File: config.mk
export PLATFORM = sky130hd
export DESIGN_NAME = rcsir_top
export DESIGN_NICKNAME = d
export VERILOG_FILES = /design/src/rtl/rcsir_top.v /design/src/rtl/rcsir_sync.v /design/src/rtl/rcsir_int_timer.v
export VERILOG_INCLUDE_DIRS = /design/src /design/src/pkg
export SDC_FILE = /design/constraint.sdc
export NUM_CORES = 1
export LEC_CHECK = 0
export CORE_UTILIZATION = 33
export CTS_BUF_LIST = sky130_fd_sc_hd__clkbuf_16
export DETAILED_ROUTE_END_ITERATION = 8
export DONT_BUFFER_PORTS = 1
export GPL_ROUTABILITY_DRIVEN = 0
export PLACE_DENSITY = 0.5
export SKIP_LAST_GASP = 1
export SYNTH_ARGS = -nofsm -noshare
export SYNTH_HDL_FRONTEND = slang
export SYNTH_SLANG_ARGS = --single-unit
File: constraint.sdc
create_clock -name clk -period 6.4 [get_ports clk]
set_input_delay 1.28 -clock clk [delete_from_list [all_inputs] [get_ports clk]]
set_output_delay 1.28 -clock clk [all_outputs]
set_load 0.02 [all_outputs]
File: src/pkg/rcsir_defs.vh
// Constants for the address-15 clock setting / interrupt register block.
// Assumes a 200 MHz system clock and a 10 Hz setting pulse from the divider.
`ifndef RCSIR_DEFS_VH
`define RCSIR_DEFS_VH

// ----------------------------------------------------------------------
// Register locations on the 4-bit bus
// ----------------------------------------------------------------------
`define RCSIR_ADDR_CTRL        4'h0
`define RCSIR_ADDR_SHARED      4'hF

// ----------------------------------------------------------------------
// Control register write bits
// ----------------------------------------------------------------------
`define RCSIR_CTRL_INT_STOP    0
`define RCSIR_CTRL_INT_SELECT  1
// Control register read bits
`define RCSIR_STAT_INT_FLAG    0

// ----------------------------------------------------------------------
// Clock setting register fields
// ----------------------------------------------------------------------
`define RCSIR_CSR_HOUR_MODE    0
`define RCSIR_CSR_PM           1
`define RCSIR_CSR_LEAP_LO      2
`define RCSIR_CSR_LEAP_HI      3

// ----------------------------------------------------------------------
// Interrupt timer register fields
// ----------------------------------------------------------------------
`define RCSIR_ITR_DELAY_HI     2
`define RCSIR_ITR_DELAY_LO     0
`define RCSIR_ITR_REPEAT       3
`define RCSIR_DELAY_NONE       3'h0

// ----------------------------------------------------------------------
// Reset values
// ----------------------------------------------------------------------
`define RCSIR_RST_CSR          4'h0
`define RCSIR_RST_ITR          4'h0
`define RCSIR_RST_INT_STOP     1'b1
`define RCSIR_RST_INT_SELECT   1'b0

// ----------------------------------------------------------------------
// Timeout periods in tenths of a second (setting pulses)
// ----------------------------------------------------------------------
`define RCSIR_TICKS_CODE1      10'h001
`define RCSIR_TICKS_CODE2      10'h005
`define RCSIR_TICKS_CODE3      10'h00A
`define RCSIR_TICKS_CODE4      10'h032
`define RCSIR_TICKS_CODE5      10'h064
`define RCSIR_TICKS_CODE6      10'h12C
`define RCSIR_TICKS_CODE7      10'h258

`endif

File: src/rtl/rcsir_top.v
// Clock setting and interrupt timer registers sharing bus location 15,
// plus the interrupt select / start-stop latches and interrupt flag.
// Assumes bus pins are asynchronous; rollover events and the 10 Hz setting
// pulse come as one-cycle pulses from the timekeeping logic on clk.
`timescale 1ns/1ps
`default_nettype none
`include "rcsir_defs.vh"

module rcsir_top (
    // Clock and reset
    input  wire       clk,
    input  wire       rst,
    // Processor bus strobes and address
    input  wire       chipSelN,
    input  wire       readStrobeN,
    input  wire       writeStrobeN,
    input  wire [3:0] addrPin,
    // Processor data pins
    input  wire       dataBitZeroIn,
    output wire       dataBitZeroOut,
    output wire       dataBitZeroOe,
    input  wire       dataBitOneIn,
    output wire       dataBitOneOut,
    output wire       dataBitOneOe,
    input  wire       dataBitTwoIn,
    output wire       dataBitTwoOut,
    output wire       dataBitTwoOe,
    input  wire       dataBitThreeIn,
    output wire       dataBitThreeOut,
    output wire       dataBitThreeOe,
    // Open-drain interrupt pin
    output wire       irqPinOut,
    output wire       irqPinOe,
    // Timekeeping events
    input  wire       settingPulse,
    input  wire       pmRollover,
    input  wire       yearRollover,
    // State for the calendar logic
    output wire       pmIndicator,
    output wire       hourModeBit,
    output wire [1:0] leapCount,
    output wire       febDay29Allowed,
    output wire       intSelect
);

    // ------------------------------------------------------------------
    // Pin synchronisation
    // ------------------------------------------------------------------
    wire [10:0] pinSync;
    wire        csSN;
    wire        rdSN;
    wire        wrSN;
    wire [3:0]  addrS;
    wire [3:0]  dataS;

    rcsir_sync #(
        .WIDTH (11)
    ) uPinSync (
        .clk     (clk),
        .rst     (rst),
        .pinIn   ({chipSelN, readStrobeN, writeStrobeN, addrPin,
                   dataBitThreeIn, dataBitTwoIn, dataBitOneIn,
                   dataBitZeroIn}),
        .syncOut (pinSync)
    );

    assign csSN  = pinSync[10];
    assign rdSN  = pinSync[9];
    assign wrSN  = pinSync[8];
    assign addrS = pinSync[7:4];
    assign dataS = pinSync[3:0];

    // ------------------------------------------------------------------
    // Strobe edges
    // ------------------------------------------------------------------
    wire       rdActive = ~csSN & ~rdSN;
    wire       wrActive = ~csSN & ~wrSN;
    reg        rdActive_ff;
    reg        wrActive_ff;
    reg  [3:0] rdAddr_ff;
    reg  [3:0] wrAddr_ff;
    reg  [3:0] wrData_ff;

    wire rdStart = rdActive & ~rdActive_ff;
    wire rdEnd   = rdActive_ff & ~rdActive;
    wire wrEnd   = wrActive_ff & ~wrActive;

    always @(posedge clk) begin
        if (rst) begin
            rdActive_ff <= 1'b0;
            wrActive_ff <= 1'b0;
            rdAddr_ff   <= 4'h0;
            wrAddr_ff   <= 4'h0;
            wrData_ff   <= 4'h0;
        end else begin
            rdActive_ff <= rdActive;
            wrActive_ff <= wrActive;
            if (rdStart) begin
                rdAddr_ff <= addrS;
            end
            // Address and data are taken while the strobe is low and
            // committed at its trailing edge
            if (wrActive) begin
                wrAddr_ff <= addrS;
                wrData_ff <= dataS;
            end
        end
    end

    wire ctrlReading = rdActive_ff & (rdAddr_ff == `RCSIR_ADDR_CTRL);
    wire ctrlReadEnd = rdEnd & (rdAddr_ff == `RCSIR_ADDR_CTRL);
    wire ctrlWrite   = wrEnd & (wrAddr_ff == `RCSIR_ADDR_CTRL);
    wire sharedWrite = wrEnd & (wrAddr_ff == `RCSIR_ADDR_SHARED);

    // ------------------------------------------------------------------
    // Register state
    // ------------------------------------------------------------------
    reg        intSelect_ff;
    reg        intStop_ff;
    reg        hourMode_ff;
    reg        pm_ff;
    reg  [1:0] leap_ff;
    reg  [2:0] intDelay_ff;
    reg        intRepeat_ff;
    reg        intFlag_ff;
    reg        intPending_ff;
    wire       timeout;
    wire [3:0] csrRstVal = `RCSIR_RST_CSR;
    wire [3:0] itrRstVal = `RCSIR_RST_ITR;

    wire csrWrite   = sharedWrite & ~intSelect_ff;
    wire itrWrite   = sharedWrite & intSelect_ff;
    wire noDelayWr  = itrWrite &
        (wrData_ff[`RCSIR_ITR_DELAY_HI:`RCSIR_ITR_DELAY_LO]
         == `RCSIR_DELAY_NONE);

    // Control latches
    always @(posedge clk) begin
        if (rst) begin
            intSelect_ff <= `RCSIR_RST_INT_SELECT;
        end else if (ctrlWrite) begin
            intSelect_ff <= wrData_ff[`RCSIR_CTRL_INT_SELECT];
        end
    end

    // Interrupt start/stop; hardware forcing to stop wins over a write
    always @(posedge clk) begin
        if (rst) begin
            intStop_ff <= `RCSIR_RST_INT_STOP;
        end else if (noDelayWr) begin
            intStop_ff <= 1'b1;
        end else if (timeout && !intRepeat_ff) begin
            intStop_ff <= 1'b1;
        end else if (ctrlWrite) begin
            intStop_ff <= wrData_ff[`RCSIR_CTRL_INT_STOP];
        end
    end

    // Clock setting register
    always @(posedge clk) begin
        if (rst) begin
            hourMode_ff <= csrRstVal[`RCSIR_CSR_HOUR_MODE];
            pm_ff       <= csrRstVal[`RCSIR_CSR_PM];
            leap_ff     <= csrRstVal[`RCSIR_CSR_LEAP_HI:`RCSIR_CSR_LEAP_LO];
        end else begin
            if (csrWrite) begin
                hourMode_ff <= wrData_ff[`RCSIR_CSR_HOUR_MODE];
                pm_ff       <= wrData_ff[`RCSIR_CSR_PM];
            end else if (pmRollover) begin
                pm_ff <= ~pm_ff;
            end
            if (csrWrite) begin
                leap_ff <= wrData_ff[`RCSIR_CSR_LEAP_HI:`RCSIR_CSR_LEAP_LO];
            end else if (yearRollover) begin
                leap_ff <= leap_ff + 2'h1;
            end
        end
    end

    // Interrupt timer register
    always @(posedge clk) begin
        if (rst) begin
            intDelay_ff  <=
                itrRstVal[`RCSIR_ITR_DELAY_HI:`RCSIR_ITR_DELAY_LO];
            intRepeat_ff <= itrRstVal[`RCSIR_ITR_REPEAT];
        end else if (itrWrite) begin
            intDelay_ff  <=
                wrData_ff[`RCSIR_ITR_DELAY_HI:`RCSIR_ITR_DELAY_LO];
            intRepeat_ff <= wrData_ff[`RCSIR_ITR_REPEAT];
        end
    end

    // ------------------------------------------------------------------
    // Interrupt timer and flag
    // ------------------------------------------------------------------
    wire timerRun = ~intStop_ff & (intDelay_ff != `RCSIR_DELAY_NONE);

    // Timer runs regardless of which register sits at location 15
    rcsir_int_timer #(
        .CNT_W (10)
    ) uIntTimer (
        .clk          (clk),
        .rst          (rst),
        .run          (timerRun),
        .tickPulse    (settingPulse),
        .delayCode    (intDelay_ff),
        .timeoutPulse (timeout)
    );

    // A timeout during a control read, from its second cycle on, is held back until the read ends
    always @(posedge clk) begin
        if (rst) begin
            intFlag_ff    <= 1'b0;
            intPending_ff <= 1'b0;
        end else if (noDelayWr) begin
            intFlag_ff    <= 1'b0;
            intPending_ff <= 1'b0;
        end else if (ctrlReadEnd) begin
            intFlag_ff    <= intPending_ff | timeout;
            intPending_ff <= 1'b0;
        end else if (timeout) begin
            if (ctrlReading) begin
                intPending_ff <= 1'b1;
            end else begin
                intFlag_ff <= 1'b1;
            end
        end
    end

    assign irqPinOut = 1'b0;
    assign irqPinOe  = intFlag_ff;

    // ------------------------------------------------------------------
    // Read path
    // ------------------------------------------------------------------
    reg  [3:0] readData_ff;
    reg  [3:0] nxt_readData;
    reg        readHit_ff;

    always @* begin
        nxt_readData = 4'h0;
        if (addrS == `RCSIR_ADDR_CTRL) begin
            nxt_readData[`RCSIR_STAT_INT_FLAG] = intFlag_ff;
        end else if (addrS == `RCSIR_ADDR_SHARED && intSelect_ff) begin
            nxt_readData = {intRepeat_ff, intDelay_ff};
        end else if (addrS == `RCSIR_ADDR_SHARED) begin
            nxt_readData = {leap_ff, pm_ff, hourMode_ff};
        end
    end

    // Data latched at the start of a read stays stable throughout it
    always @(posedge clk) begin
        if (rst) begin
            readData_ff <= 4'h0;
            readHit_ff  <= 1'b0;
        end else if (rdStart) begin
            readData_ff <= nxt_readData;
            readHit_ff  <= (addrS == `RCSIR_ADDR_CTRL) ||
                           (addrS == `RCSIR_ADDR_SHARED);
        end
    end

    wire driveBus = rdActive & rdActive_ff & readHit_ff;

    assign dataBitZeroOut  = readData_ff[0];
    assign dataBitOneOut   = readData_ff[1];
    assign dataBitTwoOut   = readData_ff[2];
    assign dataBitThreeOut = readData_ff[3];
    assign dataBitZeroOe   = driveBus;
    assign dataBitOneOe    = driveBus;
    assign dataBitTwoOe    = driveBus;
    assign dataBitThreeOe  = driveBus;

    // ------------------------------------------------------------------
    // State to the calendar logic
    // ------------------------------------------------------------------
    assign pmIndicator     = pm_ff;
    assign hourModeBit     = hourMode_ff;
    assign leapCount       = leap_ff;
    assign febDay29Allowed = (leap_ff == 2'h0);
    assign intSelect       = intSelect_ff;

endmodule

`default_nettype wire

File: src/rtl/rcsir_sync.v
// Two-flop synchroniser for a group of pin inputs.
// Assumes the inputs are quasi-static levels from outside the clk domain.
`timescale 1ns/1ps
`default_nettype none

module rcsir_sync #(
    parameter WIDTH = 1
) (
    // Clock and reset
    input  wire             clk,
    input  wire             rst,
    // Pin levels in, synchronised levels out
    input  wire [WIDTH-1:0] pinIn,
    output wire [WIDTH-1:0] syncOut
);

    reg [WIDTH-1:0] stage1_ff;
    reg [WIDTH-1:0] stage2_ff;

    always @(posedge clk) begin
        if (rst) begin
            stage1_ff <= {WIDTH{1'b1}};
            stage2_ff <= {WIDTH{1'b1}};
        end else begin
            stage1_ff <= pinIn;
            stage2_ff <= stage1_ff;
        end
    end

    assign syncOut = stage2_ff;

endmodule

`default_nettype wire

File: src/rtl/rcsir_int_timer.v
// Interrupt delay timer counting 10 Hz setting pulses.
// Assumes tickPulse is a one-cycle pulse in the clk domain.
`timescale 1ns/1ps
`default_nettype none
`include "rcsir_defs.vh"

module rcsir_int_timer #(
    parameter CNT_W = 10
) (
    // Clock and reset
    input  wire       clk,
    input  wire       rst,
    // Control
    input  wire       run,
    input  wire       tickPulse,
    input  wire [2:0] delayCode,
    // Event
    output reg        timeoutPulse
);

    reg  [CNT_W-1:0] count_ff;
    reg  [CNT_W-1:0] terminal;

    always @* begin
        case (delayCode)
            3'h1: terminal = `RCSIR_TICKS_CODE1;
            3'h2: terminal = `RCSIR_TICKS_CODE2;
            3'h3: terminal = `RCSIR_TICKS_CODE3;
            3'h4: terminal = `RCSIR_TICKS_CODE4;
            3'h5: terminal = `RCSIR_TICKS_CODE5;
            3'h6: terminal = `RCSIR_TICKS_CODE6;
            3'h7: terminal = `RCSIR_TICKS_CODE7;
            default: terminal = {CNT_W{1'b1}};
        endcase
    end

    // Restart from zero on the timeout itself keeps later ones aligned
    always @(posedge clk) begin
        if (rst || !run) begin
            count_ff     <= {CNT_W{1'b0}};
            timeoutPulse <= 1'b0;
        end else if (tickPulse) begin
            if (count_ff + 1'b1 >= terminal) begin
                count_ff     <= {CNT_W{1'b0}};
                timeoutPulse <= 1'b1;
            end else begin
                count_ff     <= count_ff + 1'b1;
                timeoutPulse <= 1'b0;
            end
        end else begin
            timeoutPulse <= 1'b0;
        end
    end

endmodule

`default_nettype wire

# After elaboration in Yosys (flattened, before gate mapping)
# Index checks and enable logic that the tools add are counted.
# W data, S select, Z words.
[classes]
n_mux = 14
bitwise_logic = 26
n_addsub = 2
n_eq_ne = 10
magnitude_cmp = 1
n_reduce_logical = 21
[ops]
columns = ["op", "n"]
rows = [
  ["$pmux W10 S7", 1],
  ["$and A1 B1 Y1", 15],
  ["$eq A3 B3 Y1 const B", 4],
  ["$logic_not A4 Y1", 3],
  ["$add A10 B1 Y10 const B", 1],
  ["$ge A10 B10 Y1", 1],
  ["$mux W10", 1],
  ["$not A1 Y1", 10],
  ["$eq A4 B4 Y1 const B", 2],
  ["$mux W4", 2],
  ["$mux W1", 7],
  ["$eq A3 B2 Y1 const B", 2],
  ["$reduce_bool A2 Y1", 3],
  ["$reduce_or A3 Y1", 2],
  ["$mux W2", 2],
  ["$reduce_and A2 Y1", 2],
  ["$reduce_or A2 Y1", 2],
  ["$eq A3 B1 Y1 const B", 1],
  ["$logic_not A3 Y1", 1],
  ["$mux W3", 1],
  ["$reduce_bool A3 Y1", 1],
  ["$add A2 B1 Y2 const B", 1],
  ["$logic_and A1 B1 Y1", 2],
  ["$logic_not A1 Y1", 2],
  ["4 further kinds", 5],
]
[word_totals]
reg_bits = 64
in_bits = 16

# Logic depth before layout (Yosys ltp)
[logic_depth]
word_depth = 8
ltp_mapped = 11
ltp_nobuf = 11

# Cells and area by module
# A second synthesis with hierarchy kept.
[hier_totals]
hier_cells = 330
hier_area_um2 = 2906.5
[by_module_without_submodules]
columns = ["module", "n_inst", "seq_area_each_um2", "area_per_inst_um2", "cells_per_inst"]
rows = [
  ["rcsir_top", 1, 620.6, 1400.1, 166],
  ["rcsir_int_timer", 1, 220.2, 918.4, 118],
  ["rcsir_sync", 1, 440.4, 588.1, 46],
]

# Worst setup path before layout
# No wires, ideal clock.
[synth_path]
kind = "register -> output"
startpoint = "reg uPinSync.stage2_ff[10], in the netlist uPinSync.syncOut[10]"
endpoint = "out dataBitThreeOe"
slack_ns = 4.131
n_path_buf = 1
t_arrival_ns = 0.989
path_stages_with_launch = 4
cell_sequence = "dfxtp_1 -> nor2_1 -> and3_1 -> buf_4"
[synth_via]
elab_chain_len = 4
[synth_rtl]
columns = ["element", "line_no", "text"]
rows = [
  ["start, declared", "rcsir_sync.v:18", "reg [WIDTH-1:0] stage2_ff;"],
  ["start signal, assigned", "rcsir_sync.v:23", "stage2_ff <= {WIDTH{1'b1}};"],
  ["start signal, assigned", "rcsir_sync.v:26", "stage2_ff <= stage1_ff;"],
  ["$not A1 Y1", "rcsir_top.v:76", "wire rdActive = ~csSN & ~rdSN;"],
  ["$and A1 B1 Y1", "rcsir_top.v:76", ""],
  ["$and A1 B1 Y1 (2 in series)", "rcsir_top.v:263", "wire driveBus = rdActive & rdActive_ff & readHit_ff;"],
  ["end, declared", "rcsir_top.v:30", "output wire dataBitThreeOe,"],
]
# Every way passes these cells.

# Worst setup path after layout
[layout_path]
startpoint = "reg uPinSync.stage2_ff[10], in the netlist uPinSync.syncOut[10]"
endpoint = "out dataBitTwoOe"
[layout_via]
elab_chain_len = 4
[layout_rtl]
columns = ["element", "line_no", "text"]
rows = [
  ["$not A1 Y1", "rcsir_top.v:76", ""],
  ["$and A1 B1 Y1", "rcsir_top.v:76", ""],
  ["$and A1 B1 Y1 (2 in series)", "rcsir_top.v:263", ""],
  ["end, declared", "rcsir_top.v:27", "output wire dataBitTwoOe,"],
]
# Every way passes these cells.

==> metrics.cfg <==
[status]
status = completed

[detailed_routing]
dr.pass1.iters = 4
first_iter_violations = 61
drc_errors = 0
via_count = 2020
wirelength_microns = 5491
ant_nets = 0
routedWlPerCell_microns = 12.95
vias_per_cell = 4.764

[setup_path]
path_class = reg -> out
worstSetupEndpointType = output port
cp_top_family = simple AND/OR/NAND/NOR gates
arrival_ns = 1.55
cp_slowest_cell = and3_1
max_stage_delay_ns = 0.69
regToRegStartpoint = uIntTimer.count_ff[0]$_SDFFE_PP0P_
worstRegToRegCells = 8
path_max_fanout = 6
rrSetupSlack_ns = 3.87
path_depth = 2
worst-path-buf-inv = 0
crit_path_start_kind = flop
cp.required_ns = 5.12
crit_chain = nor2_1 > and3_1
r2r_end = uIntTimer.count_ff[7]$_SDFFE_PP0P_

[synth]
synth_largest_area_cell = dfxtp_1
yosysWarnings = 0
synthFlopType = dfxtp_1
synth-seq-cells = 64
synth.area.top_cells = dfxtp_1 45%, ha_1 5.2%, nand2_1 4.8%
ys_seq_area_share_pct = 44.66
synth_edf_count = 0
syn_area_per_cell_sq_um = 8.910
synth_cell_types = 49
synth_top_area_share_pct = 44.66
syn_inst = 322
async_reset_ff_share_pct = 0
syn_nets = 350
synthesis.area_sq_mm = 0.002869

[die]
die_x_microns = 95.24
rows = 33
initial_core_util_pct = 34.57
die_y_microns = 95.24
die_area_sq_mm = 0.009071
core_area_sq_mm = 0.008299
io-pin-count = 32

[cts]
cts.sinks = 64
cts.hold.buffers_added = 0
cts_tree = done
root_buffer = clkbuf_16
cts_buffers = 9
clock_latency_ns = 0.33
h-tree-depth = 3
ctsResizeCount = 0
clockBufferDepth = 2
clk_pin_slew_ns = 0.06
cts_setup_buffers = 0

[hold_path]
hp-class = reg -> reg
holdPathEnd = uPinSync.syncOut[3]$_SDFF_PP1_
hold_depth = 1
hold_path_startpoint = uPinSync.stage1_ff[3]$_SDFF_PP1_

[sta]
maxSlewHeadroom_pct = 25.08
fin_crit_sh_pct = 44.16
rsz0062_at_grt = false
tightest_slew_ns = 1.109
skew_ns = 0.005001
post-route-min-period_ns = 2.826
setup_viol_count_final = 0
tns_ns = 0
hold_viol_final = 0
drv_slew = 0
max_freq_mhz = 353.9

[cells_and_area]
final_util_pct = 38.58
nets = 342
syn_to_final_growth_pct = 11.60
final_common_cell = dfxtp_1
drive_above_1_share_pct = 15.67
n_antenna_cell = 0
final_cell_mix = 64 x dfxtp_1, 37 x nand2_1, 32 x nor2_1, 24 x a21oi_1, 22 x or2_2

[placed_design]
io_buffers = 0
dp_hpwl_microns = 3806

[global_route]
grt_pass1_vias = 1848
grt_remaining_overflow = 0
grt_usage_pct = 13.42
antenna_found_initial = 0
grt_pass1_wl_microns = 9066
grt_start_max_net_pins = 54

[power]
ir_drop_mv = 0.1596
power.density_mw_per_mm2 = 290.6
leakagePower_nw = 1.170

[flow_run]
cap_violations = 0

-- metrics by stage --
step	hold slack (ns)	power, mW	area, sq um	worst slack [ns]	instances
global placement	0.3908	0.4468	2897	3.910	408
floorplan	0.3895	0.4477	2869	4.131	322
CTS	0.4063	0.9448	3202	3.556	424
global route	0.4201	0.9669	3202	3.451	424
detailed placement	0.3933	0.4471	2897	3.902	408
finish	0.4049	0.9303	3202	3.574	424
-- layer usage --
layer  share of wire (%)  GRT usage (%)  vias to the layer above
li1                    -              -                     1075
met3                 4.2          4.944                        8
met5                   0              0                        -
met4                 1.6          6.439                        0
met2                  46          20.54                       29
met1                  48          16.59                      908
-- cell type report --
cell class	count	area, sq um
fill	835	5097
multi-input combinational	223	1424
sequential	64	1281
clock buffer	9	225.2
tap	105	131.4
clock inverter	7	80.08
inverter	16	60.06
-- worst register-to-register path, stage by stage, from the launching register on --
cell and delay (ns):
dfxtp_1 0.41, ha_1 0.27, nand3_1 0.14, xnor2_1 0.27
ha_1 0.31, a41oi_1 0.26, a2bb2oi_2 0.31, o21ai_2 0.17
o32ai_1 0.29
-- logic make-up (layout without fill, tap and decap cells) --
family	count (synthesis)	after routing	synth area share, %
flops	64	64	44.66
compound gates	52	52	12.17
simple gates	136	136	24.73
mux	10	10	3.707
buf+inv	35	32	5.713
fa+ha+maj	12	12	5.233
other cells	1	1	0.1307
xor+xnor	12	12	3.664
-- worst max path at each step --
| stage | start | endpoint |
|---|---|---|
| 6_report | uPinSync.syncOut[10]$_SDFF_PP1_ | dataBitTwoOe |
| 5_1_grt | uPinSync.syncOut[10]$_SDFF_PP1_ | dataBitOneOe |
| 4_1_cts | uPinSync.syncOut[10]$_SDFF_PP1_ | dataBitTwoOe |
| 3_5_place_dp | uIntTimer.count_ff[2]$_SDFFE_PP0P_ | uIntTimer.count_ff[7]$_SDFFE_PP0P_ |
| 3_3_place_gp | uIntTimer.count_ff[2]$_SDFFE_PP0P_ | uIntTimer.count_ff[7]$_SDFFE_PP0P_ |
| 2_1_floorplan | uPinSync.syncOut[10]$_SDFF_PP1_ | dataBitThreeOe |
-- flip-flops by register name (all words and copies together), names as in the netlist, 2 cells and up --
signal              count
uPinSync.syncOut       11
wrData_ff               4
uIntTimer.count_ff     10
readData_ff             4
wrAddr_ff               4
rdAddr_ff               4
intDelay_ff             3
uPinSync.stage1_ff     11
leapCount               2
-- report_power, final --
part / internal, mW / switching (mW) / leakage (nW)
clock: 0.304 / 0.188 / 0.142
sequential: 0.408 / 0.00786 / 0.522
combinational: 0.0118 / 0.0101 / 0.506
-- synth_stat cells, types with 5 or more instances --
master,count
dfxtp_1,64
nand2_1,37
nor2_1,32
a21oi_1,24
or2_2,22
inv_1,16
ha_1,12
nand2b_1,11
xnor2_1,9
clkbuf_1,8
mux2i_1,8
nor3_1,8
buf_2,5
buf_4,5
nand3_1,5
No activity file was read; power rests on OpenSTA's default activity.
